### src/shared/cvt_regs.svh
// register locations, field positions, reset values and timing counts of the video timing unit
`ifndef CVT_REGS_SVH
`define CVT_REGS_SVH

// ----------------------------------------
// register locations
// ----------------------------------------
`define CVT_REG_HTOTAL 4'h0
`define CVT_REG_SYNC_CONFIG 4'h1
`define CVT_REG_ROW_FORMAT 4'h2
`define CVT_REG_SKEW_ROWS 4'h3
`define CVT_REG_FRAME_LINES 4'h4
`define CVT_REG_VDATA_START 4'h5
`define CVT_REG_SCROLL 4'h6
`define CVT_REG_CURSOR_COL 4'h7
`define CVT_REG_CURSOR_ROW 4'h8
`define CVT_REG_RESTART 4'hA

// ----------------------------------------
// field positions
// ----------------------------------------
`define CVT_INTERLACE_BIT 7
`define CVT_HS_WIDTH_MSB 6
`define CVT_HS_WIDTH_LSB 3
`define CVT_FPORCH_MSB 2
`define CVT_FPORCH_LSB 0
`define CVT_SCANS_MSB 6
`define CVT_SCANS_LSB 3
`define CVT_CPR_MSB 2
`define CVT_CPR_LSB 0
`define CVT_SKEW_HI_BIT 7
`define CVT_SKEW_LO_BIT 6
`define CVT_ROW_MSB 5
`define CVT_ROW_LSB 0

// ----------------------------------------
// reset values
// ----------------------------------------
`define CVT_RST_HTOTAL 8'h7E
`define CVT_RST_SYNC_CONFIG 8'h4A
`define CVT_RST_ROW_FORMAT 8'h5D
`define CVT_RST_SKEW_ROWS 8'h17
`define CVT_RST_FRAME_LINES 8'h06
`define CVT_RST_VDATA_START 8'h14
`define CVT_RST_SCROLL 8'h17
`define CVT_RST_CURSOR 8'h00

// ----------------------------------------
// timing counts
// ----------------------------------------
`define CVT_VSYNC_LINES 3
`define CVT_NONINT_BASE 10'd256
`define CVT_INT_FIELD_BASE 10'd256

`endif

### src/shared/cvt_pkg.sv
// types shared by the video timing unit
package cvt_pkg;

  typedef logic [7:0] cvt_byte_t;

  // synchronised host bus sample
  typedef struct packed {
    logic ce;
    logic rd;
    logic stb;
    logic [3:0] sel;
    cvt_byte_t data;
  } cvt_bus_s;

  // sync and blanking group that shares one skew
  typedef struct packed {
    logic hs;
    logic vs;
    logic cs;
    logic bl;
  } cvt_vid_s;

endpackage

### src/rtl/cvt_video_timing.sv
// programmable character raster timing generator with host register port
// Function
// - sync config bit 7 high selects interlaced scan, low non-interlaced
// - hsync lasts sync config bits 6..3 character times
// - front porch from bits 2..0 between active video end and hsync
// - row format bits 6..3 are scans per row minus one; bit 7 ignored
// - row format bits 2..0 pick 20,32,40,64,72,80,96,132 characters per row
// - skew bits delay sync/blank and cursor by 0/0,1/0,2/1,2/2 character times
// - displayed data rows equal row count bits 5..0 plus one
// - frame lines: interlaced twice value plus 513, else value plus 256
// - first data row starts vertical data start lines after vsync start
// - scroll row shows at bottom, next row at top, numbering wraps
// - cursor at column matching cursor column register
// - cursor only on data row matching cursor row bits 5..0
// - separate hsync and vsync plus composite sync with serrations
// - one character clock per cell advances all timing counts
// - 8-bit data bus, 4-bit select and chip enable decode 16 locations
// - data strobe reads or writes, and triggers control functions
// - 4-bit raster line count gives scan within character row
// - blanking active in horizontal and vertical retrace
// - 8-bit column and 6-bit row counts; column runs through blanking
// - horizontal count register holds line length minus one
`include "cvt_regs.svh"

module cvt_video_timing
  import cvt_pkg::*;
#(
  parameter int VSYNC_LINES = `CVT_VSYNC_LINES
) (
  // clock and reset
  input wire logic mclk,
  input wire logic reset_n,
  // character clock from dot counter
  input wire logic char_clock_in,
  // host port
  input wire logic chipEnable_n,
  input wire logic hostRead,
  input wire logic host_strobe,
  input wire logic [3:0] reg_select_lines,
  input wire logic [7:0] host_data_bus_in,
  output logic [7:0] host_data_bus_out,
  output logic host_data_bus_oe,
  // frame buffer and character generator addressing
  output logic [7:0] column_count_out,
  output logic [5:0] row_count_out,
  output logic [3:0] raster_line_count,
  // monitor timing
  output logic hsyncOut,
  output logic vsyncOut,
  output logic csyncOut,
  output logic blankOut,
  output logic cursorOut
);

  // elaboration refuses a vsync that the line counter cannot place
  if (VSYNC_LINES < 1 || VSYNC_LINES > 255) begin : gBadVsync
    $error("VSYNC_LINES out of range");
  end

  // ----------------------------------------
  // pin synchronisers
  // ----------------------------------------
  logic [2:0] ccSync;
  cvt_bus_s busMeta;
  cvt_bus_s busSync;
  logic stbLast;
  logic charEn;
  logic writeEn;
  cvt_bus_s busIn;

  assign busIn = '{ce: ~chipEnable_n, rd: hostRead, stb: host_strobe, sel: reg_select_lines,
                   data: host_data_bus_in};

  always_ff @(posedge mclk or negedge reset_n) begin
    if (!reset_n) begin
      ccSync <= 3'h0;
    end else begin
      ccSync <= {ccSync[1:0], char_clock_in};
    end
  end

  // one cell per rising edge of the character clock
  assign charEn = ccSync[1] & ~ccSync[2];

  always_ff @(posedge mclk or negedge reset_n) begin
    if (!reset_n) begin
      busMeta <= '0;
      busSync <= '0;
      stbLast <= 1'b0;
    end else begin
      busMeta <= busIn;
      busSync <= busMeta;
      stbLast <= busSync.stb;
    end
  end

  // bus lines settle before the strobe, so two stages suffice for them
  assign writeEn = busSync.stb & ~stbLast & busSync.ce & ~busSync.rd;

  // ----------------------------------------
  // registers
  // ----------------------------------------
  cvt_byte_t hTotal, syncCfg, rowFmt, skewRows, frameLines, vdStart, scrollRow, curCol, curRow;
  logic restartReq;

  always_ff @(posedge mclk or negedge reset_n) begin
    if (!reset_n) begin
      hTotal <= `CVT_RST_HTOTAL;
      syncCfg <= `CVT_RST_SYNC_CONFIG;
      rowFmt <= `CVT_RST_ROW_FORMAT;
      skewRows <= `CVT_RST_SKEW_ROWS;
      frameLines <= `CVT_RST_FRAME_LINES;
      vdStart <= `CVT_RST_VDATA_START;
      scrollRow <= `CVT_RST_SCROLL;
      curCol <= `CVT_RST_CURSOR;
      curRow <= `CVT_RST_CURSOR;
    end else if (writeEn) begin
      case (busSync.sel)
        `CVT_REG_HTOTAL: hTotal <= busSync.data;
        `CVT_REG_SYNC_CONFIG: syncCfg <= busSync.data;
        `CVT_REG_ROW_FORMAT: rowFmt <= busSync.data;
        `CVT_REG_SKEW_ROWS: skewRows <= busSync.data;
        `CVT_REG_FRAME_LINES: frameLines <= busSync.data;
        `CVT_REG_VDATA_START: vdStart <= busSync.data;
        `CVT_REG_SCROLL: scrollRow <= busSync.data;
        `CVT_REG_CURSOR_COL: curCol <= busSync.data;
        `CVT_REG_CURSOR_ROW: curRow <= busSync.data;
        default: ;
      endcase
    end
  end

  // strobe on the restart location resynchronises the raster
  always_ff @(posedge mclk or negedge reset_n) begin
    if (!reset_n) begin
      restartReq <= 1'b0;
    end else begin
      restartReq <= writeEn && busSync.sel == `CVT_REG_RESTART;
    end
  end

  // read side; write-only locations answer zero
  always_ff @(posedge mclk or negedge reset_n) begin
    if (!reset_n) begin
      host_data_bus_out <= 8'h00;
      host_data_bus_oe <= 1'b0;
    end else begin
      host_data_bus_oe <= busSync.ce & busSync.rd & busSync.stb;
      case (busSync.sel)
        `CVT_REG_CURSOR_COL: host_data_bus_out <= curCol;
        `CVT_REG_CURSOR_ROW: host_data_bus_out <= curRow;
        default: host_data_bus_out <= 8'h00;
      endcase
    end
  end

  // ----------------------------------------
  // decoded settings
  // ----------------------------------------
  function automatic logic [8:0] charsPerRow(input logic [2:0] code);
    case (code)
      3'h0: charsPerRow = 9'd20;
      3'h1: charsPerRow = 9'd32;
      3'h2: charsPerRow = 9'd40;
      3'h3: charsPerRow = 9'd64;
      3'h4: charsPerRow = 9'd72;
      3'h5: charsPerRow = 9'd80;
      3'h6: charsPerRow = 9'd96;
      default: charsPerRow = 9'd132;
    endcase
  endfunction

  // skew taps: index 0 sync/blank, index 1 cursor
  function automatic logic [1:0] skewTap(input logic [1:0] bits, input logic cursor);
    case (bits)
      2'b00: skewTap = 2'd0;
      2'b10: skewTap = cursor ? 2'd0 : 2'd1;
      2'b01: skewTap = cursor ? 2'd1 : 2'd2;
      default: skewTap = 2'd2;
    endcase
  endfunction

  logic interlace;
  logic [3:0] hsWidth, scansMax;
  logic [2:0] frontPorch;
  logic [8:0] cpr, hsStart, hsEnd;
  logic [5:0] rowsMax, scrollLast, cursorRow;
  logic [1:0] skewBits;

  assign interlace = syncCfg[`CVT_INTERLACE_BIT];
  assign hsWidth = syncCfg[`CVT_HS_WIDTH_MSB:`CVT_HS_WIDTH_LSB];
  assign frontPorch = syncCfg[`CVT_FPORCH_MSB:`CVT_FPORCH_LSB];
  assign scansMax = rowFmt[`CVT_SCANS_MSB:`CVT_SCANS_LSB];
  assign cpr = charsPerRow(rowFmt[`CVT_CPR_MSB:`CVT_CPR_LSB]);
  assign skewBits = {skewRows[`CVT_SKEW_HI_BIT], skewRows[`CVT_SKEW_LO_BIT]};
  assign rowsMax = skewRows[`CVT_ROW_MSB:`CVT_ROW_LSB];
  assign scrollLast = scrollRow[`CVT_ROW_MSB:`CVT_ROW_LSB];
  assign cursorRow = curRow[`CVT_ROW_MSB:`CVT_ROW_LSB];
  assign hsStart = cpr + 9'(frontPorch);
  assign hsEnd = hsStart + 9'(hsWidth);

  // ----------------------------------------
  // horizontal and vertical counters
  // ----------------------------------------
  logic [7:0] hCount;
  logic [9:0] vLine, lastLine, nextLine;
  logic oddField, lineEnd, frameEnd;

  assign lineEnd = hCount == hTotal;
  // interlaced fields alternate v+256 and v+257 lines, summing to 2v+513
  assign lastLine = 10'(frameLines) + `CVT_NONINT_BASE - 10'd1 + 10'(interlace & oddField);
  assign frameEnd = lineEnd && vLine == lastLine;
  assign nextLine = frameEnd ? 10'd0 : vLine + 10'd1;

  always_ff @(posedge mclk or negedge reset_n) begin
    if (!reset_n) begin
      hCount <= 8'h00;
    end else if (restartReq) begin
      hCount <= 8'h00;
    end else if (charEn) begin
      hCount <= lineEnd ? 8'h00 : hCount + 8'h01;
    end
  end

  always_ff @(posedge mclk or negedge reset_n) begin
    if (!reset_n) begin
      vLine <= 10'd0;
      oddField <= 1'b0;
    end else if (restartReq) begin
      vLine <= 10'd0;
      oddField <= 1'b0;
    end else if (charEn && lineEnd) begin
      vLine <= nextLine;
      if (frameEnd) begin
        oddField <= interlace & ~oddField;
      end
    end
  end

  // ----------------------------------------
  // data rows, scans and scroll
  // ----------------------------------------
  logic active;
  logic [3:0] scan;
  logic [5:0] rowIdx, dataRow, topRow;

  assign topRow = scrollLast == rowsMax ? 6'h00 : scrollLast + 6'h01;

  always_ff @(posedge mclk or negedge reset_n) begin
    if (!reset_n) begin
      active <= 1'b0;
      scan <= 4'h0;
      rowIdx <= 6'h00;
      dataRow <= 6'h00;
    end else if (restartReq) begin
      active <= 1'b0;
      scan <= 4'h0;
    end else if (charEn && lineEnd) begin
      if (nextLine == 10'(vdStart)) begin
        active <= 1'b1;
        scan <= 4'h0;
        rowIdx <= 6'h00;
        dataRow <= topRow;
      end else if (frameEnd) begin
        active <= 1'b0;
      end else if (active) begin
        if (scan == scansMax) begin
          scan <= 4'h0;
          if (rowIdx == rowsMax) begin
            active <= 1'b0;
          end else begin
            rowIdx <= rowIdx + 6'h01;
            dataRow <= dataRow == rowsMax ? 6'h00 : dataRow + 6'h01;
          end
        end else begin
          scan <= scan + 4'h1;
        end
      end
    end
  end

  // ----------------------------------------
  // raw timing
  // ----------------------------------------
  logic hBlank, hsRaw, vsRaw, blankRaw, cursorRaw;
  logic [7:0] halfLine;
  cvt_vid_s vidRaw;

  assign halfLine = hTotal >> 1;
  assign hBlank = 9'(hCount) >= cpr;
  assign hsRaw = 9'(hCount) >= hsStart && 9'(hCount) < hsEnd;
  // odd field vsync is offset half a line to interlace
  assign vsRaw = (interlace && oddField) ?
                 ((vLine == 10'd0 && hCount >= halfLine) || (vLine > 10'd0 && vLine < 10'(VSYNC_LINES)) ||
                  (vLine == 10'(VSYNC_LINES) && hCount < halfLine)) :
                 vLine < 10'(VSYNC_LINES);
  assign blankRaw = hBlank | ~active;
  assign cursorRaw = active && !hBlank && hCount == curCol && dataRow == cursorRow;
  // serrations: hsync inverted while vsync is high
  assign vidRaw = '{hs: hsRaw, vs: vsRaw, cs: vsRaw ? ~hsRaw : hsRaw, bl: blankRaw};

  // ----------------------------------------
  // skew delay lines
  // ----------------------------------------
  cvt_vid_s vidPipe [1:2];
  logic curPipe [1:2];
  cvt_vid_s vidTap [0:2];
  logic curTap [0:2];
  logic [1:0] vidSel, curSel;

  assign vidTap[0] = vidRaw;
  assign curTap[0] = cursorRaw;
  assign vidSel = skewTap(skewBits, 1'b0);
  assign curSel = skewTap(skewBits, 1'b1);

  genvar g;
  generate
    for (g = 1; g <= 2; g++) begin : gSkew
      assign vidTap[g] = vidPipe[g];
      assign curTap[g] = curPipe[g];
      always_ff @(posedge mclk or negedge reset_n) begin
        if (!reset_n) begin
          vidPipe[g] <= '0;
          curPipe[g] <= 1'b0;
        end else if (charEn) begin
          vidPipe[g] <= vidTap[g-1];
          curPipe[g] <= curTap[g-1];
        end
      end
    end
  endgenerate

  // ----------------------------------------
  // output registers
  // ----------------------------------------
  always_ff @(posedge mclk or negedge reset_n) begin
    if (!reset_n) begin
      hsyncOut <= 1'b0;
      vsyncOut <= 1'b0;
      csyncOut <= 1'b0;
      blankOut <= 1'b1;
      cursorOut <= 1'b0;
    end else begin
      hsyncOut <= vidTap[vidSel].hs;
      vsyncOut <= vidTap[vidSel].vs;
      csyncOut <= vidTap[vidSel].cs;
      blankOut <= vidTap[vidSel].bl;
      cursorOut <= curTap[curSel];
    end
  end

  always_ff @(posedge mclk or negedge reset_n) begin
    if (!reset_n) begin
      column_count_out <= 8'h00;
      row_count_out <= 6'h00;
      raster_line_count <= 4'h0;
    end else begin
      column_count_out <= hCount;
      row_count_out <= dataRow;
      raster_line_count <= scan;
    end
  end

  logic [4:0] hsLen;
  always_ff @(posedge mclk or negedge reset_n) begin
    if (!reset_n) begin
      hsLen <= 5'h00;
    end else if (!hsRaw) begin
      hsLen <= 5'h00;
    end else if (charEn) begin
      hsLen <= hsLen + 5'h01;
    end
  end
endmodule

### config.mk
export PLATFORM = sky130hd
export DESIGN_NAME = cvt_video_timing
export DESIGN_NICKNAME = d
export VERILOG_FILES = /design/src/shared/cvt_pkg.sv /design/src/rtl/cvt_video_timing.sv
export VERILOG_INCLUDE_DIRS = /design/src /design/src/shared
export SDC_FILE = /design/constraint.sdc
export NUM_CORES = 1
export LEC_CHECK = 0
export BUFFER_PORTS_ARGS = -buffer_cell sky130_fd_sc_hd__buf_2
export CAP_MARGIN = 20
export CORE_MARGIN = 2
export CORE_UTILIZATION = 61
export CTS_BUF_LIST = sky130_fd_sc_hd__clkbuf_2 sky130_fd_sc_hd__clkbuf_4 sky130_fd_sc_hd__clkbuf_8
export DETAILED_ROUTE_END_ITERATION = 10
export HOLD_SLACK_MARGIN = 0.1
export PLACE_DENSITY = 0.8
export SYNTH_ARGS = -nofsm -noshare
export SYNTH_HDL_FRONTEND = slang
export SYNTH_SLANG_ARGS = --single-unit
### constraint.sdc
create_clock -name mclk -period 4.47 [get_ports mclk]
set_input_delay 0.447 -clock mclk [delete_from_list [all_inputs] [get_ports mclk]]
set_output_delay 0.447 -clock mclk [all_outputs]
set_load 0.05 [all_outputs]
==> results of run 1 <==
-- placed cells by master (no fill, tap or decap), drive strengths merged, types with 4 or more instances in the layout --
cell type,netlist,layout
nor4,11,11
a22o,10,10
nor2,41,41
o21ai,34,34
mux2,82,82
or2,4,4
xnor2,40,40
buf,7,62
nand4,12,12
nand3,28,28
nand3b,8,8
a21o,10,10
nor3,16,16
a21oi,25,25
nand2,45,45
dfstp,27,27
mux2i,9,9
ha,46,46
o21a,9,9
dlygate4sd3,0,17
dfrtp,155,155
xor2,42,42
clkbuf,25,18
o22ai,4,4
nor4b,5,5
o31ai,12,12
a211oi,5,5
nand2b,14,14
nor2b,8,8
and3,13,13
inv,33,40
-- per-layer routing --
layer | share of wire | track usage | vias up | routed length (um)
met5 | 0 | 0 | - | 0
li1 | - | - | 3015 | -
met3 | 0.063 | 0.05736 | 45 | 1306
met2 | 0.49 | 0.4481 | 288 | 10280
met1 | 0.42 | 0.3582 | 3236 | 8824
met4 | 0.020 | 0.08468 | 0 | 426
-- report_power, final --
| group | switching, mW | total, mW | leakage (nW) | internal (mW) |
|---|---|---|---|---|
| Combinational | 0.818 | 1.37 | 2.40 | 0.552 |
| Clock | 0.617 | 1.08 | 0.188 | 0.461 |
| Sequential | 0.212 | 2.06 | 2.31 | 1.85 |
-- per-stage QoR --
stage                     std cells  hold WS (ps)  instance area [um2]  worst slack [ps]  utilization
after global routing           1076         364.2                10210             41.43       0.6971
after CTS                      1076         357.7                10210             270.9       0.6971
after floorplan                 813         151.4                 9220             665.2            -
after global placement         1027         332.3                 9659             442.3       0.6596
after detailed placement       1027         334.7                 9659             288.9       0.6596
final                          1076         352.8                10210             247.8       0.6971
-- area by class of cell --
cell class | instances | area, um2
inverters | 33 | 123.9
flip-flops and latches | 182 | 4588
multi-input cells | 566 | 4368
fillers | 1038 | 4436
clock buffers | 18 | 241.5
clock inverters | 14 | 137.6
well taps | 184 | 230.2
repair buffers | 79 | 519.2
-- sequential cells by signal, summed over array words and instances, names as in the netlist, 4 cells and up --
| register | flops |
|---|---|
| host_data_bus_out | 8 |
| rowIdx | 6 |
| scan | 4 |
| row_count_out | 6 |
| scrollRow | 6 |
| curRow | 8 |
| hCount | 8 |
| vdStart | 8 |
| busSync | 15 |
| dataRow | 6 |
| vLine | 10 |
| syncCfg | 8 |
| column_count_out | 8 |
| raster_line_count | 4 |
| curCol | 8 |
| busMeta | 15 |
| rowFmt | 7 |
| skewRows | 8 |
| vidPipe | 8 |
| hTotal | 8 |
| frameLines | 8 |
-- timing repair --
action / in CTS / in global routing
endpoints found under the hold margin: 31 / 0
setup endpoints to repair: 0 / 0
hold buffers: 17 / 0
-- how the worst max path moves through the flow --
| stage | start | to | cells after the start |
|---|---|---|---|
| 2_1_floorplan | oddField | dataRow[0] | 14 |
| 3_3_place_gp | oddField | dataRow[0] | 13 |
| 3_5_place_dp | oddField | rowIdx[0] | 13 |
| 4_1_cts | oddField | rowIdx[0] | 13 |
| 5_1_grt | oddField | rowIdx[2] | 14 |
| 6_report | oddField | rowIdx[0] | 13 |
-- cell families after synthesis --
group,Yosys count,share of synthesized area
and+or+nand+nor,219,0.1295
adders and majority gates,47,0.06459
AOI/OAI and AO/OA,127,0.09187
DFF,182,0.4976
xor gates and xnor gates,82,0.07789
buffers and inverters,65,0.02863
muxes,91,0.1099
==> impl_results.html, run 1 <==
<table>
<tr><th>Metric</th><th>Value</th></tr>
<tr><th colspan="2">Setup path</th></tr>
<tr><td>R2R Path Start</td><td>oddField</td></tr>
<tr><td>Cell repeated most along the worst path</td><td>sky130_fd_sc_hd__ha_1</td></tr>
<tr><td>Data required time at the worst endpoint</td><td>4830 ps</td></tr>
<tr><td>Number of buffers and inverters on the critical path</td><td>0</td></tr>
<tr><td>Cells along the critical path</td><td>nand2_1 -&gt; ha_1 -&gt; ha_1 -&gt; nor3b_1 -&gt; or3_1 -&gt; a221oi_1 -&gt; nor3_1 -&gt; or4_1 -&gt; a2111o_1 -&gt; a211oi_4 -&gt; nor2_2 -&gt; nor2_4 -&gt; mux2_2</td></tr>
<tr><td>Highest fanout seen on the critical path</td><td>13</td></tr>
<tr><td>Signal arrival time at the worst endpoint</td><td>4580 ps</td></tr>
<tr><td>Capture instance of the worst register-to-register path</td><td>rowIdx[0]</td></tr>
<tr><td>Top cell family by delay on the critical path</td><td>simple AND/OR/NAND/NOR gates</td></tr>
<tr><td>Worst reg-to-reg path cell count</td><td>13</td></tr>
<tr><td>Setup crit end kind</td><td>register</td></tr>
<tr><td>Largest stage delay on the critical path</td><td>620 ps</td></tr>
<tr><td>Setup slack, reg-to-reg</td><td>250 ps</td></tr>
<tr><td>Crit-path slowest cell</td><td>sky130_fd_sc_hd__a211oi_4</td></tr>
<tr><td>CP startpoint kind</td><td>register</td></tr>
<tr><td>Class of the most critical setup path</td><td>reg2reg</td></tr>
<tr><th colspan="2">Pwr</th></tr>
<tr><td>Power, Total</td><td>4.510 mW</td></tr>
<tr><td>Maximum vdd ir drop</td><td>0.2634 mV</td></tr>
<tr><td>PD cells</td><td>441.8 nW/um2</td></tr>
<tr><td>Static Leakage</td><td>4.899 nW</td></tr>
<tr><th colspan="2">Logic synthesis</th></tr>
<tr><td>Commonest cells in the synthesized netlist</td><td>155 x sky130_fd_sc_hd__dfrtp_1, 82 x sky130_fd_sc_hd__mux2_2, 46 x sky130_fd_sc_hd__ha_1</td></tr>
<tr><td>Post-synthesis cell count</td><td>813</td></tr>
<tr><td>Number of warnings printed during yosys synthesis</td><td>0</td></tr>
<tr><td>Area leader, netlist</td><td>sky130_fd_sc_hd__dfrtp_1</td></tr>
<tr><td>Mean Syn Cell Area</td><td>11.34 um2</td></tr>
<tr><td>Number of distinct library cell variants in the gate-level netlist after synthesis</td><td>60</td></tr>
<tr><td>Post-synth net total</td><td>878</td></tr>
<tr><td>Most instantiated library cell after synthesis</td><td>sky130_fd_sc_hd__dfrtp_1</td></tr>
<tr><td>Post-synthesis sequential area ratio</td><td>0.4976</td></tr>
<tr><td>Main flop type after synthesis</td><td>sky130_fd_sc_hd__dfrtp_1</td></tr>
<tr><td>Share of flip-flops with an asynchronous set or reset after synthesis</td><td>1.000</td></tr>
<tr><td>EDFF count, synth</td><td>0</td></tr>
<tr><td>Count of state elements after synthesis</td><td>182</td></tr>
<tr><td>Cell types occupying the most area after synthesis</td><td>sky130_fd_sc_hd__dfrtp_1 42%, sky130_fd_sc_hd__mux2_2 10%, sky130_fd_sc_hd__dfstp_2 7.7%</td></tr>
<tr><td>Cell area after technology mapping</td><td>9220 um2</td></tr>
<tr><td>Top cell type's share of synthesized area</td><td>0.4207</td></tr>
<tr><th colspan="2">Worst hold path</th></tr>
<tr><td>Hold wc startpoint</td><td>busMeta[2]</td></tr>
<tr><td>Min-Delay Endpoint</td><td>busSync[2]</td></tr>
<tr><td>Hold Path Depth</td><td>0</td></tr>
<tr><td>Classification of the worst-slack hold path</td><td>reg2reg</td></tr>
<tr><th colspan="2">Timing</th></tr>
<tr><td>Skew final</td><td>17.22 ps</td></tr>
<tr><td>Share of the cycle needed by the critical path after routing</td><td>0.9446</td></tr>
<tr><td>Final setup TNS</td><td>0 ps</td></tr>
<tr><td>Time the final worst path needs with I/O delays and setup</td><td>4222 ps</td></tr>
<tr><td>Transition time of the tightest slew-check pin</td><td>1017 ps</td></tr>
<tr><td>Unrepaired setup endpoints after global routing</td><td>false</td></tr>
<tr><td>Max-slew violation count</td><td>0</td></tr>
<tr><td>Relative slew slack</td><td>0.3223</td></tr>
<tr><td>Fmax</td><td>0.2368 GHz</td></tr>
<tr><td>Hold violation total from the final report</td><td>0</td></tr>
<tr><td>Endpoints failing setup</td><td>0</td></tr>
<tr><th colspan="2">Detailed routing</th></tr>
<tr><td>Number of nets still failing antenna checks after routing</td><td>0</td></tr>
<tr><td>Vias</td><td>6,584</td></tr>
<tr><td>Total length of routed wires</td><td>20,840 um</td></tr>
<tr><td>Mean routed wirelength per cell</td><td>19.37 um</td></tr>
<tr><td>Initial DRC Count</td><td>632</td></tr>
<tr><td>Via density per instance</td><td>6.119</td></tr>
<tr><td>DRC viols</td><td>0</td></tr>
<tr><td>Count of TritonRoute iterations in the first routing pass</td><td>5</td></tr>
<tr><th colspan="2">Clocking</th></tr>
<tr><td>CTS Root Buffer Type</td><td>sky130_fd_sc_hd__clkbuf_8</td></tr>
<tr><td>CTS buffer count</td><td>17</td></tr>
<tr><td># H-tree levels</td><td>4</td></tr>
<tr><td>Post-CTS Repair Setup Buffers</td><td>0</td></tr>
<tr><td>Clock sinks</td><td>182</td></tr>
<tr><td>Maximum clock path buffer count</td><td>2</td></tr>
<tr><td>Clk_lat worst skew</td><td>470 ps</td></tr>
<tr><td>Clock edge transition at the registers on the reported setup and hold paths</td><td>100 ps</td></tr>
<tr><td>TritonCTS clock tree</td><td>done</td></tr>
<tr><td>Gates resized, CTS repair</td><td>0</td></tr>
<tr><th colspan="2">Floorplanning</th></tr>
<tr><td>Total die area</td><td>16,110 um2</td></tr>
<tr><td>Die Width</td><td>126.9 um</td></tr>
<tr><td>Height of the die</td><td>126.9 um</td></tr>
<tr><td>Number of cell rows</td><td>44</td></tr>
<tr><td>Area of the core region</td><td>14,640 um2</td></tr>
<tr><td>Starting Density</td><td>0.6296</td></tr>
<tr><td>I/O pin total</td><td>50</td></tr>
<tr><th colspan="2">Finish</th></tr>
<tr><td>Nets</td><td>944</td></tr>
<tr><td>Area Growth Syn to Fin</td><td>10.72%</td></tr>
<tr><td>Number of diodes added for antenna fixing</td><td>0</td></tr>
<tr><td>Proportion of layout cells with a drive suffix above 1</td><td>0.2422</td></tr>
<tr><th colspan="2">Global routing</th></tr>
<tr><td>First-pass GRT wire length</td><td>33,950 um</td></tr>
<tr><td>Maximum number of pins on one net before global-route repair</td><td>101</td></tr>
<tr><td>Via count of the first global-routing pass</td><td>6,607</td></tr>
<tr><td>Number of antenna violations at the first check in global routing</td><td>0</td></tr>
<tr><td>Combined global-route utilization of all metal layers</td><td>0.2696</td></tr>
<tr><td>Leftover overflow at the end of global routing</td><td>0</td></tr>
<tr><th colspan="2">Outcome</th></tr>
<tr><td>Run status</td><td>finished, final reports clean</td></tr>
<tr><th colspan="2">Place</th></tr>
<tr><td>Dpl hpwl</td><td>14,380 um</td></tr>
<tr><td>Number of buffer cells added on primary ports</td><td>49</td></tr>
<tr><td>Last weighted congestion value of the routability-driven placer</td><td>0.9430</td></tr>
<tr><th colspan="2">Flow run</th></tr>
<tr><td>Max cap viols</td><td>0</td></tr>
</table>
Power figures use the tool's default switching activity.
==> run 2: changes to the inputs <==
--- a/config.mk
+++ b/config.mk
@@ -8,12 +8,16 @@
 export LEC_CHECK = 0
 export BUFFER_PORTS_ARGS = -buffer_cell sky130_fd_sc_hd__buf_2
 export CAP_MARGIN = 20
+export CELL_PAD_IN_SITES_DETAIL_PLACEMENT = 1
+export CELL_PAD_IN_SITES_GLOBAL_PLACEMENT = 2
 export CORE_MARGIN = 2
-export CORE_UTILIZATION = 61
+export CORE_UTILIZATION = 43
 export CTS_BUF_LIST = sky130_fd_sc_hd__clkbuf_2 sky130_fd_sc_hd__clkbuf_4 sky130_fd_sc_hd__clkbuf_8
 export DETAILED_ROUTE_END_ITERATION = 10
 export HOLD_SLACK_MARGIN = 0.1
-export PLACE_DENSITY = 0.8
+export PLACE_DENSITY_LB_ADDON = 0.1
+export RECOVER_POWER = 50
+export SKIP_LAST_GASP = 1
 export SYNTH_ARGS = -nofsm -noshare
 export SYNTH_HDL_FRONTEND = slang
 export SYNTH_SLANG_ARGS = --single-unit
==> impl_results.html, run 2 (synthesis results as in run 1) <==
<table>
<tr><th>Metric</th><th>Value</th></tr>
<tr><th colspan="2">Global routing</th></tr>
<tr><td>Leftover overflow at the end of global routing</td><td>0</td></tr>
<tr><td>Number of antenna violations at the first check in global routing</td><td>0</td></tr>
<tr><td>Via count of the first global-routing pass</td><td>6,954</td></tr>
<tr><td>Combined global-route utilization of all metal layers</td><td>0.2225</td></tr>
<tr><td>Maximum number of pins on one net before global-route repair</td><td>96</td></tr>
<tr><td>First-pass GRT wire length</td><td>38,330 um</td></tr>
<tr><th colspan="2">Pwr</th></tr>
<tr><td>Static Leakage</td><td>4.774 nW</td></tr>
<tr><td>PD cells</td><td>442.4 nW/um2</td></tr>
<tr><td>Maximum vdd ir drop</td><td>0.1828 mV</td></tr>
<tr><th colspan="2">Timing</th></tr>
<tr><td>Final setup TNS</td><td>0 ps</td></tr>
<tr><td>Max-slew violation count</td><td>96</td></tr>
<tr><td>Skew final</td><td>19.29 ps</td></tr>
<tr><td>Fmax</td><td>0.2384 GHz</td></tr>
<tr><td>Share of the cycle needed by the critical path after routing</td><td>0.9384</td></tr>
<tr><td>Time the final worst path needs with I/O delays and setup</td><td>4195 ps</td></tr>
<tr><td>Hold violation total from the final report</td><td>0</td></tr>
<tr><td>Relative slew slack</td><td>-0.5820</td></tr>
<tr><td>Unrepaired setup endpoints after global routing</td><td>false</td></tr>
<tr><td>Transition time of the tightest slew-check pin</td><td>2373 ps</td></tr>
<tr><td>Endpoints failing setup</td><td>0</td></tr>
<tr><th colspan="2">Setup path</th></tr>
<tr><td>Critical path origin</td><td>oddField</td></tr>
<tr><td>Signal arrival time at the worst endpoint</td><td>4540 ps</td></tr>
<tr><td>Highest fanout seen on the critical path</td><td>9</td></tr>
<tr><td>R2R Path Start</td><td>oddField</td></tr>
<tr><td>Largest stage delay on the critical path</td><td>570 ps</td></tr>
<tr><td>Setup crit end kind</td><td>register</td></tr>
<tr><td>Class of the most critical setup path</td><td>reg2reg</td></tr>
<tr><td>Setup slack, reg-to-reg</td><td>280 ps</td></tr>
<tr><td>Worst reg-to-reg path cell count</td><td>13</td></tr>
<tr><td>Crit-path slowest cell</td><td>sky130_fd_sc_hd__or4_1</td></tr>
<tr><td>Cells along the critical path</td><td>nand2_1 -&gt; ha_1 -&gt; ha_1 -&gt; nor3b_1 -&gt; or3_1 -&gt; a221oi_1 -&gt; nor3_1 -&gt; or4_1 -&gt; a2111o_1 -&gt; a211oi_4 -&gt; nor2_2 -&gt; nor2_4 -&gt; mux2_2</td></tr>
<tr><td>Capture instance of the worst register-to-register path</td><td>dataRow[1]</td></tr>
<tr><td>Cell repeated most along the worst path</td><td>sky130_fd_sc_hd__ha_1</td></tr>
<tr><td>Endpoint of the worst setup timing path</td><td>dataRow[1]</td></tr>
<tr><td>Data required time at the worst endpoint</td><td>4820 ps</td></tr>
<tr><td>CP startpoint kind</td><td>register</td></tr>
<tr><th colspan="2">Clocking</th></tr>
<tr><td>TritonCTS clock tree</td><td>done</td></tr>
<tr><td>Maximum clock path buffer count</td><td>2</td></tr>
<tr><td>Clk_lat worst skew</td><td>470 ps</td></tr>
<tr><td>Clock edge transition at the registers on the reported setup and hold paths</td><td>110 ps</td></tr>
<tr><td># H-tree levels</td><td>4</td></tr>
<tr><td>CTS buffer count</td><td>17</td></tr>
<tr><td>CTS Root Buffer Type</td><td>sky130_fd_sc_hd__clkbuf_8</td></tr>
<tr><td>Clock sinks</td><td>182</td></tr>
<tr><td>Post-CTS Repair Setup Buffers</td><td>0</td></tr>
<tr><th colspan="2">Finish</th></tr>
<tr><td>Area taken by multi-input logic gates</td><td>4373 um2</td></tr>
<tr><td>Most used cells in the layout excluding fill and tap cells</td><td>155 x sky130_fd_sc_hd__dfrtp_1, 82 x sky130_fd_sc_hd__mux2_2, 46 x sky130_fd_sc_hd__ha_1, 44 x sky130_fd_sc_hd__nand2_1, 42 x sky130_fd_sc_hd__xor2_1</td></tr>
<tr><td>Area Growth Syn to Fin</td><td>11.87%</td></tr>
<tr><td>Final design area excluding fillers</td><td>10,310 um2</td></tr>
<tr><td>Final core utilization</td><td>0.4907</td></tr>
<tr><td>Sequential cell area</td><td>4588 um2</td></tr>
<tr><td>Number of diodes added for antenna fixing</td><td>0</td></tr>
<tr><td>Most common library cell in the layout ignoring fill and taps</td><td>sky130_fd_sc_hd__dfrtp_1</td></tr>
<tr><td>Fill cell count</td><td>2,264</td></tr>
<tr><td>Largest registers</td><td>busMeta (15), busSync (15), vLine (10)</td></tr>
<tr><td>Proportion of layout cells with a drive suffix above 1</td><td>0.2009</td></tr>
<tr><td>Nets</td><td>948</td></tr>
<tr><th colspan="2">Flow run</th></tr>
<tr><td>Max cap viols</td><td>1</td></tr>
<tr><th colspan="2">Place</th></tr>
<tr><td>Dpl hpwl</td><td>16,900 um</td></tr>
<tr><td>Number of buffer cells added on primary ports</td><td>49</td></tr>
<tr><td>Placed cell area</td><td>9808 um2</td></tr>
<tr><td>Last weighted congestion value of the routability-driven placer</td><td>0.8489</td></tr>
<tr><th colspan="2">Floorplanning</th></tr>
<tr><td>Area of the core region</td><td>21,020 um2</td></tr>
<tr><td>Number of cell rows</td><td>53</td></tr>
<tr><td>Total die area</td><td>22,630 um2</td></tr>
<tr><td>Starting Density</td><td>0.4386</td></tr>
<tr><td>Height of the die</td><td>150.4 um</td></tr>
<tr><td>Die Width</td><td>150.4 um</td></tr>
<tr><td>I/O pin total</td><td>50</td></tr>
<tr><th colspan="2">Detailed routing</th></tr>
<tr><td>Via density per instance</td><td>5.545</td></tr>
<tr><td>Highest routing layer actually used</td><td>met4</td></tr>
<tr><td>Routed wl met3</td><td>530 um</td></tr>
<tr><td>Count of TritonRoute iterations in the first routing pass</td><td>5</td></tr>
<tr><td>DRC viols</td><td>0</td></tr>
<tr><td>Number of nets still failing antenna checks after routing</td><td>0</td></tr>
<tr><td>Initial DRC Count</td><td>235</td></tr>
<tr><td>Mean routed wirelength per cell</td><td>19.99 um</td></tr>
<tr><td>Total length of routed wires</td><td>23,410 um</td></tr>
<tr><td>Vias</td><td>6,493</td></tr>
<tr><td>Wire length on met1</td><td>10,780 um</td></tr>
<tr><td>Routed wl met2</td><td>11,830 um</td></tr>
<tr><th colspan="2">Worst hold path</th></tr>
<tr><td>Classification of the worst-slack hold path</td><td>reg2reg</td></tr>
<tr><td>Hold wc startpoint</td><td>busMeta[4]</td></tr>
<tr><th colspan="2">Outcome</th></tr>
<tr><td>Run status</td><td>complete, but fails checks</td></tr>
<tr><td>Violated checks</td><td>max-capacitance violations, max-slew violations</td></tr>
</table>
-- run 2: through the flow --
stage	std cells	hold WS (ps)	total power, mW	worst slack, ps
global placement	1121	332.0	3.423	348.8
finish	1171	360.0	4.564	275.2
detailed placement	1121	336.3	3.491	205.4
CTS	1170	363.0	4.640	207.8
global route	1171	371.2	4.875	47.73
floorplan	813	151.4	3.045	665.2
-- run 2: power by group --
group / internal [mW] / switching, mW
clock: 0.436 / 0.690
combinational: 0.540 / 0.826
sequential: 1.85 / 0.221
total: 2.83 / 1.74
-- run 2: area by class of cell --
cell class / count / share of cell area
inverters: 33 / 0.01201
clock inverters: 14 / 0.01698
flip-flops and latches: 182 / 0.4448
clock buffers: 18 / 0.02341
repair buffers: 83 / 0.04549
multi-input cells: 566 / 0.4239
well taps: 275 / 0.03336
-- run 2: metal layers --
metal / track usage / vias up
met5: 0 / -
met4: 0.05094 / 0
met3: 0.03515 / 17
met2: 0.3757 / 78
met1: 0.3022 / 3376
li1: - / 3022
-- run 2: worst min-delay path by stage --
stage                  endpoint  slack [ps]  cells after the start
CTS                 busSync[12]         360                      0
floorplan                active         150                      0
finish               busSync[4]         360                      0
global route         busSync[1]         370                      0
global placement     busSync[3]         330                      0
detailed placement  busSync[12]         340                      0
-- run 2: timing repair --
action	in CTS	in global routing
setup endpoints to repair	0	3
resized for setup	0	1
endpoints found under the hold margin	34	0
hold buffers	17	0
-- run 2: worst max-delay path, delay by kind of cell (launching register included) --
| kind | cells | cell delay [ps] |
|---|---|---|
| and+or+nand+nor | 7 | 1650 |
| DFF | 1 | 400 |
| AOI/OAI and AO/OA | 3 | 1220 |
| adders and majority gates | 2 | 430 |
| muxes | 1 | 380 |
==> run 3: changes to the inputs <==
--- a/config.mk
+++ b/config.mk
@@ -11,7 +11,7 @@
 export CELL_PAD_IN_SITES_DETAIL_PLACEMENT = 1
 export CELL_PAD_IN_SITES_GLOBAL_PLACEMENT = 2
 export CORE_MARGIN = 2
-export CORE_UTILIZATION = 43
+export CORE_UTILIZATION = 39
 export CTS_BUF_LIST = sky130_fd_sc_hd__clkbuf_2 sky130_fd_sc_hd__clkbuf_4 sky130_fd_sc_hd__clkbuf_8
 export DETAILED_ROUTE_END_ITERATION = 10
 export HOLD_SLACK_MARGIN = 0.1
==> constraint.sdc (replaced) <==
create_clock -name mclk -period 3.7 [get_ports mclk]
set_input_delay 0.37 -clock mclk [delete_from_list [all_inputs] [get_ports mclk]]
set_output_delay 0.37 -clock mclk [all_outputs]
set_load 0.05 [all_outputs]
==> impl_results.html, run 3 (synthesis results as in run 1) <==
<table>
<tr><th>Metric</th><th>Value</th></tr>
<tr><th colspan="2">Detailed routing</th></tr>
<tr><td>Total length of routed wires</td><td>25,150 um</td></tr>
<tr><td>Count of TritonRoute iterations in the first routing pass</td><td>4</td></tr>
<tr><td>Vias</td><td>6,620</td></tr>
<tr><td>Mean routed wirelength per cell</td><td>20.00 um</td></tr>
<tr><td>Via density per instance</td><td>5.267</td></tr>
<tr><td>Initial DRC Count</td><td>357</td></tr>
<tr><td>DRC viols</td><td>0</td></tr>
<tr><td>Number of nets still failing antenna checks after routing</td><td>0</td></tr>
<tr><th colspan="2">Floorplanning</th></tr>
<tr><td>Die Width</td><td>157.8 um</td></tr>
<tr><td>Total die area</td><td>24,890 um2</td></tr>
<tr><td>I/O pin total</td><td>50</td></tr>
<tr><td>Area of the core region</td><td>23,330 um2</td></tr>
<tr><td>Number of cell rows</td><td>56</td></tr>
<tr><td>Starting Density</td><td>0.3952</td></tr>
<tr><td>Height of the die</td><td>157.8 um</td></tr>
<tr><th colspan="2">Clocking</th></tr>
<tr><td>CTS buffer count</td><td>17</td></tr>
<tr><td>Maximum clock path buffer count</td><td>2</td></tr>
<tr><td>TritonCTS clock tree</td><td>done</td></tr>
<tr><td>Clk_lat worst skew</td><td>470 ps</td></tr>
<tr><td>CTS Root Buffer Type</td><td>sky130_fd_sc_hd__clkbuf_8</td></tr>
<tr><td>Clock edge transition at the registers on the reported setup and hold paths</td><td>110 ps</td></tr>
<tr><td>Clock sinks</td><td>182</td></tr>
<tr><td># H-tree levels</td><td>4</td></tr>
<tr><th colspan="2">Timing</th></tr>
<tr><td>Final setup TNS</td><td>-89.70 ps</td></tr>
<tr><td>Hold violation total from the final report</td><td>0</td></tr>
<tr><td>Max-slew violation count</td><td>104</td></tr>
<tr><td>Minimum setup slack in the final design</td><td>-31.98 ps</td></tr>
<tr><td>Endpoints failing setup</td><td>3</td></tr>
<tr><td>Time the final worst path needs with I/O delays and setup</td><td>3732 ps</td></tr>
<tr><td>Share of the cycle needed by the critical path after routing</td><td>1.009</td></tr>
<tr><td>Unrepaired setup endpoints after global routing</td><td>true</td></tr>
<tr><td>Fmax</td><td>0.2680 GHz</td></tr>
<tr><td>Skew final</td><td>16.12 ps</td></tr>
<tr><td>Transition time of the tightest slew-check pin</td><td>2777 ps</td></tr>
<tr><td>Relative slew slack</td><td>-0.8510</td></tr>
<tr><th colspan="2">Flow run</th></tr>
<tr><td>Max cap viols</td><td>1</td></tr>
<tr><th colspan="2">Place</th></tr>
<tr><td>Post-Place Cells</td><td>1,197</td></tr>
<tr><td>Dpl hpwl</td><td>17,790 um</td></tr>
<tr><td>Last weighted congestion value of the routability-driven placer</td><td>0.8370</td></tr>
<tr><td>Number of buffer cells added on primary ports</td><td>49</td></tr>
<tr><td>Placement Setup Slack</td><td>-174.9 ps</td></tr>
<tr><th colspan="2">Global routing</th></tr>
<tr><td>Combined global-route utilization of all metal layers</td><td>0.2117</td></tr>
<tr><td>First-pass GRT wire length</td><td>39,740 um</td></tr>
<tr><td>Via count of the first global-routing pass</td><td>7,047</td></tr>
<tr><td>Number of antenna violations at the first check in global routing</td><td>1</td></tr>
<tr><td>Leftover overflow at the end of global routing</td><td>0</td></tr>
<tr><td>Maximum number of pins on one net before global-route repair</td><td>105</td></tr>
<tr><th colspan="2">Pwr</th></tr>
<tr><td>PD cells</td><td>537.5 nW/um2</td></tr>
<tr><td>Power, Total</td><td>5.896 mW</td></tr>
<tr><td>Static Leakage</td><td>5.033 nW</td></tr>
<tr><td>Maximum vdd ir drop</td><td>0.2209 mV</td></tr>
<tr><th colspan="2">Setup path</th></tr>
<tr><td>Highest fanout seen on the critical path</td><td>7</td></tr>
<tr><td>Class of the most critical setup path</td><td>reg2reg</td></tr>
<tr><td>Data required time at the worst endpoint</td><td>4060 ps</td></tr>
<tr><td>CP startpoint kind</td><td>register</td></tr>
<tr><td>Signal arrival time at the worst endpoint</td><td>4090 ps</td></tr>
<tr><td>Setup crit end kind</td><td>register</td></tr>
<tr><th colspan="2">Outcome</th></tr>
<tr><td>Run status</td><td>complete, but fails checks</td></tr>
<tr><td>Violated checks</td><td>max-capacitance violations, max-slew violations, negative setup slack</td></tr>
<tr><th colspan="2">Finish</th></tr>
<tr><td>Sequential cell area</td><td>4588 um2</td></tr>
<tr><td>Proportion of layout cells with a drive suffix above 1</td><td>0.2697</td></tr>
<tr><td>Area Growth Syn to Fin</td><td>18.98%</td></tr>
<tr><td>Most used cells in the layout excluding fill and tap cells</td><td>155 x sky130_fd_sc_hd__dfrtp_1, 79 x sky130_fd_sc_hd__mux2_2, 43 x sky130_fd_sc_hd__buf_4, 42 x sky130_fd_sc_hd__nand2_1, 41 x sky130_fd_sc_hd__xor2_1</td></tr>
<tr><td>Number of diodes added for antenna fixing</td><td>0</td></tr>
<tr><td>Fill cell count</td><td>2,512</td></tr>
<tr><td>Largest registers</td><td>busMeta (15), busSync (15), vLine (10)</td></tr>
<tr><td>Final core utilization</td><td>0.4702</td></tr>
<tr><td>Nets</td><td>990</td></tr>
<tr><td>Area taken by multi-input logic gates</td><td>4567 um2</td></tr>
<tr><td>Most common library cell in the layout ignoring fill and taps</td><td>sky130_fd_sc_hd__dfrtp_1</td></tr>
<tr><td>Non-Filler Instances</td><td>1,257</td></tr>
<tr><th colspan="2">Worst hold path</th></tr>
<tr><td>Classification of the worst-slack hold path</td><td>reg2reg</td></tr>
</table>
-- run 3: changes by cell type in the layout (fill, tap and decap cells not counted), moves of 4 or more --
cell                       delta
sky130_fd_sc_hd__ha_4         +5
sky130_fd_sc_hd__ha_1         -6
sky130_fd_sc_hd__buf_4       +37
sky130_fd_sc_hd__clkbuf_1     -5
sky130_fd_sc_hd__o21ai_0      -4
sky130_fd_sc_hd__buf_2        +4
-- run 3: metal layers --
| layer | global-route usage | vias up | wire length [um] |
|---|---|---|---|
| li1 | - | 3102 | - |
| met1 | 0.2808 | 3401 | 11700 |
| met2 | 0.3665 | 92 | 12580 |
| met3 | 0.02929 | 25 | 558 |
| met4 | 0.05108 | 0 | 314 |
| met5 | 0 | - | 0 |
-- run 3: final timing paths --
| check | startpoint | endpoint | slack [ps] | cells past startpoint |
|---|---|---|---|---|
| worst max-delay path | syncCfg[7] | dataRow[2] | -30 | 14 |
| worst min-delay path | busMeta[14] | busSync[14] | 360 | 0 |
| worst max register to register | syncCfg[7] | dataRow[2] | -30 | 14 |
| worst min register to register | busMeta[14] | busSync[14] | 360 | 0 |
| max in group asynchronous | reset_n | dataRow[3] | 770 | 2 |
| min in group asynchronous | reset_n | vidPipe[2] | 1330 | 2 |
-- run 3: cell type report --
type                       count  share of cell area
inverter                      33             0.01129
clock inverter                15             0.01699
sequential                   182              0.4182
timing repair buffer         125             0.07949
clock buffer                  17             0.02133
multi-input combinational    566              0.4163
tap                          319             0.03638
-- run 3: through the flow --
step / cell area, um2 / hold slack, ps
floorplan: 9249 / 74.41
global placement: 10140 / 332.3
detailed placement: 10140 / 336.3
CTS: 10770 / 361.2
global route: 10970 / 370.0
finish: 10970 / 358.2
-- run 3: power breakdown --
group	switching (mW)	internal (mW)	leakage, nW
clock network	0.840	0.577	0.208
logic	1.14	0.864	2.52
registers	0.243	2.24	2.31
total	2.22	3.68	5.03
-- run 3: worst max-delay path, stage by stage (launching register included) --
cell and delay, ps:
sky130_fd_sc_hd__dfrtp_1 390, sky130_fd_sc_hd__nand2_2 90, sky130_fd_sc_hd__ha_4 180, sky130_fd_sc_hd__nor4b_4 130, sky130_fd_sc_hd__buf_4 160, sky130_fd_sc_hd__or3_4 380
sky130_fd_sc_hd__a221oi_4 310, sky130_fd_sc_hd__nor3_2 90, sky130_fd_sc_hd__or4_4 430, sky130_fd_sc_hd__a2111o_1 420, sky130_fd_sc_hd__a211oi_4 280, sky130_fd_sc_hd__buf_12 180
sky130_fd_sc_hd__nor4b_4 50, sky130_fd_sc_hd__a21o_1 210, sky130_fd_sc_hd__o32a_1 320
-- run 3: what timing repair did --
| action | 4_1_cts | 5_1_grt |
|---|---|---|
| buffers inserted | 2 | 7 |
| resized for setup | 4 | 36 |
| hold buffers | 17 | 0 |
| cloned | 0 | 2 |
| setup endpoints to repair | 14 | 19 |
| endpoints found under the hold margin | 103 | 0 |
| pin swaps | 4 | 7 |
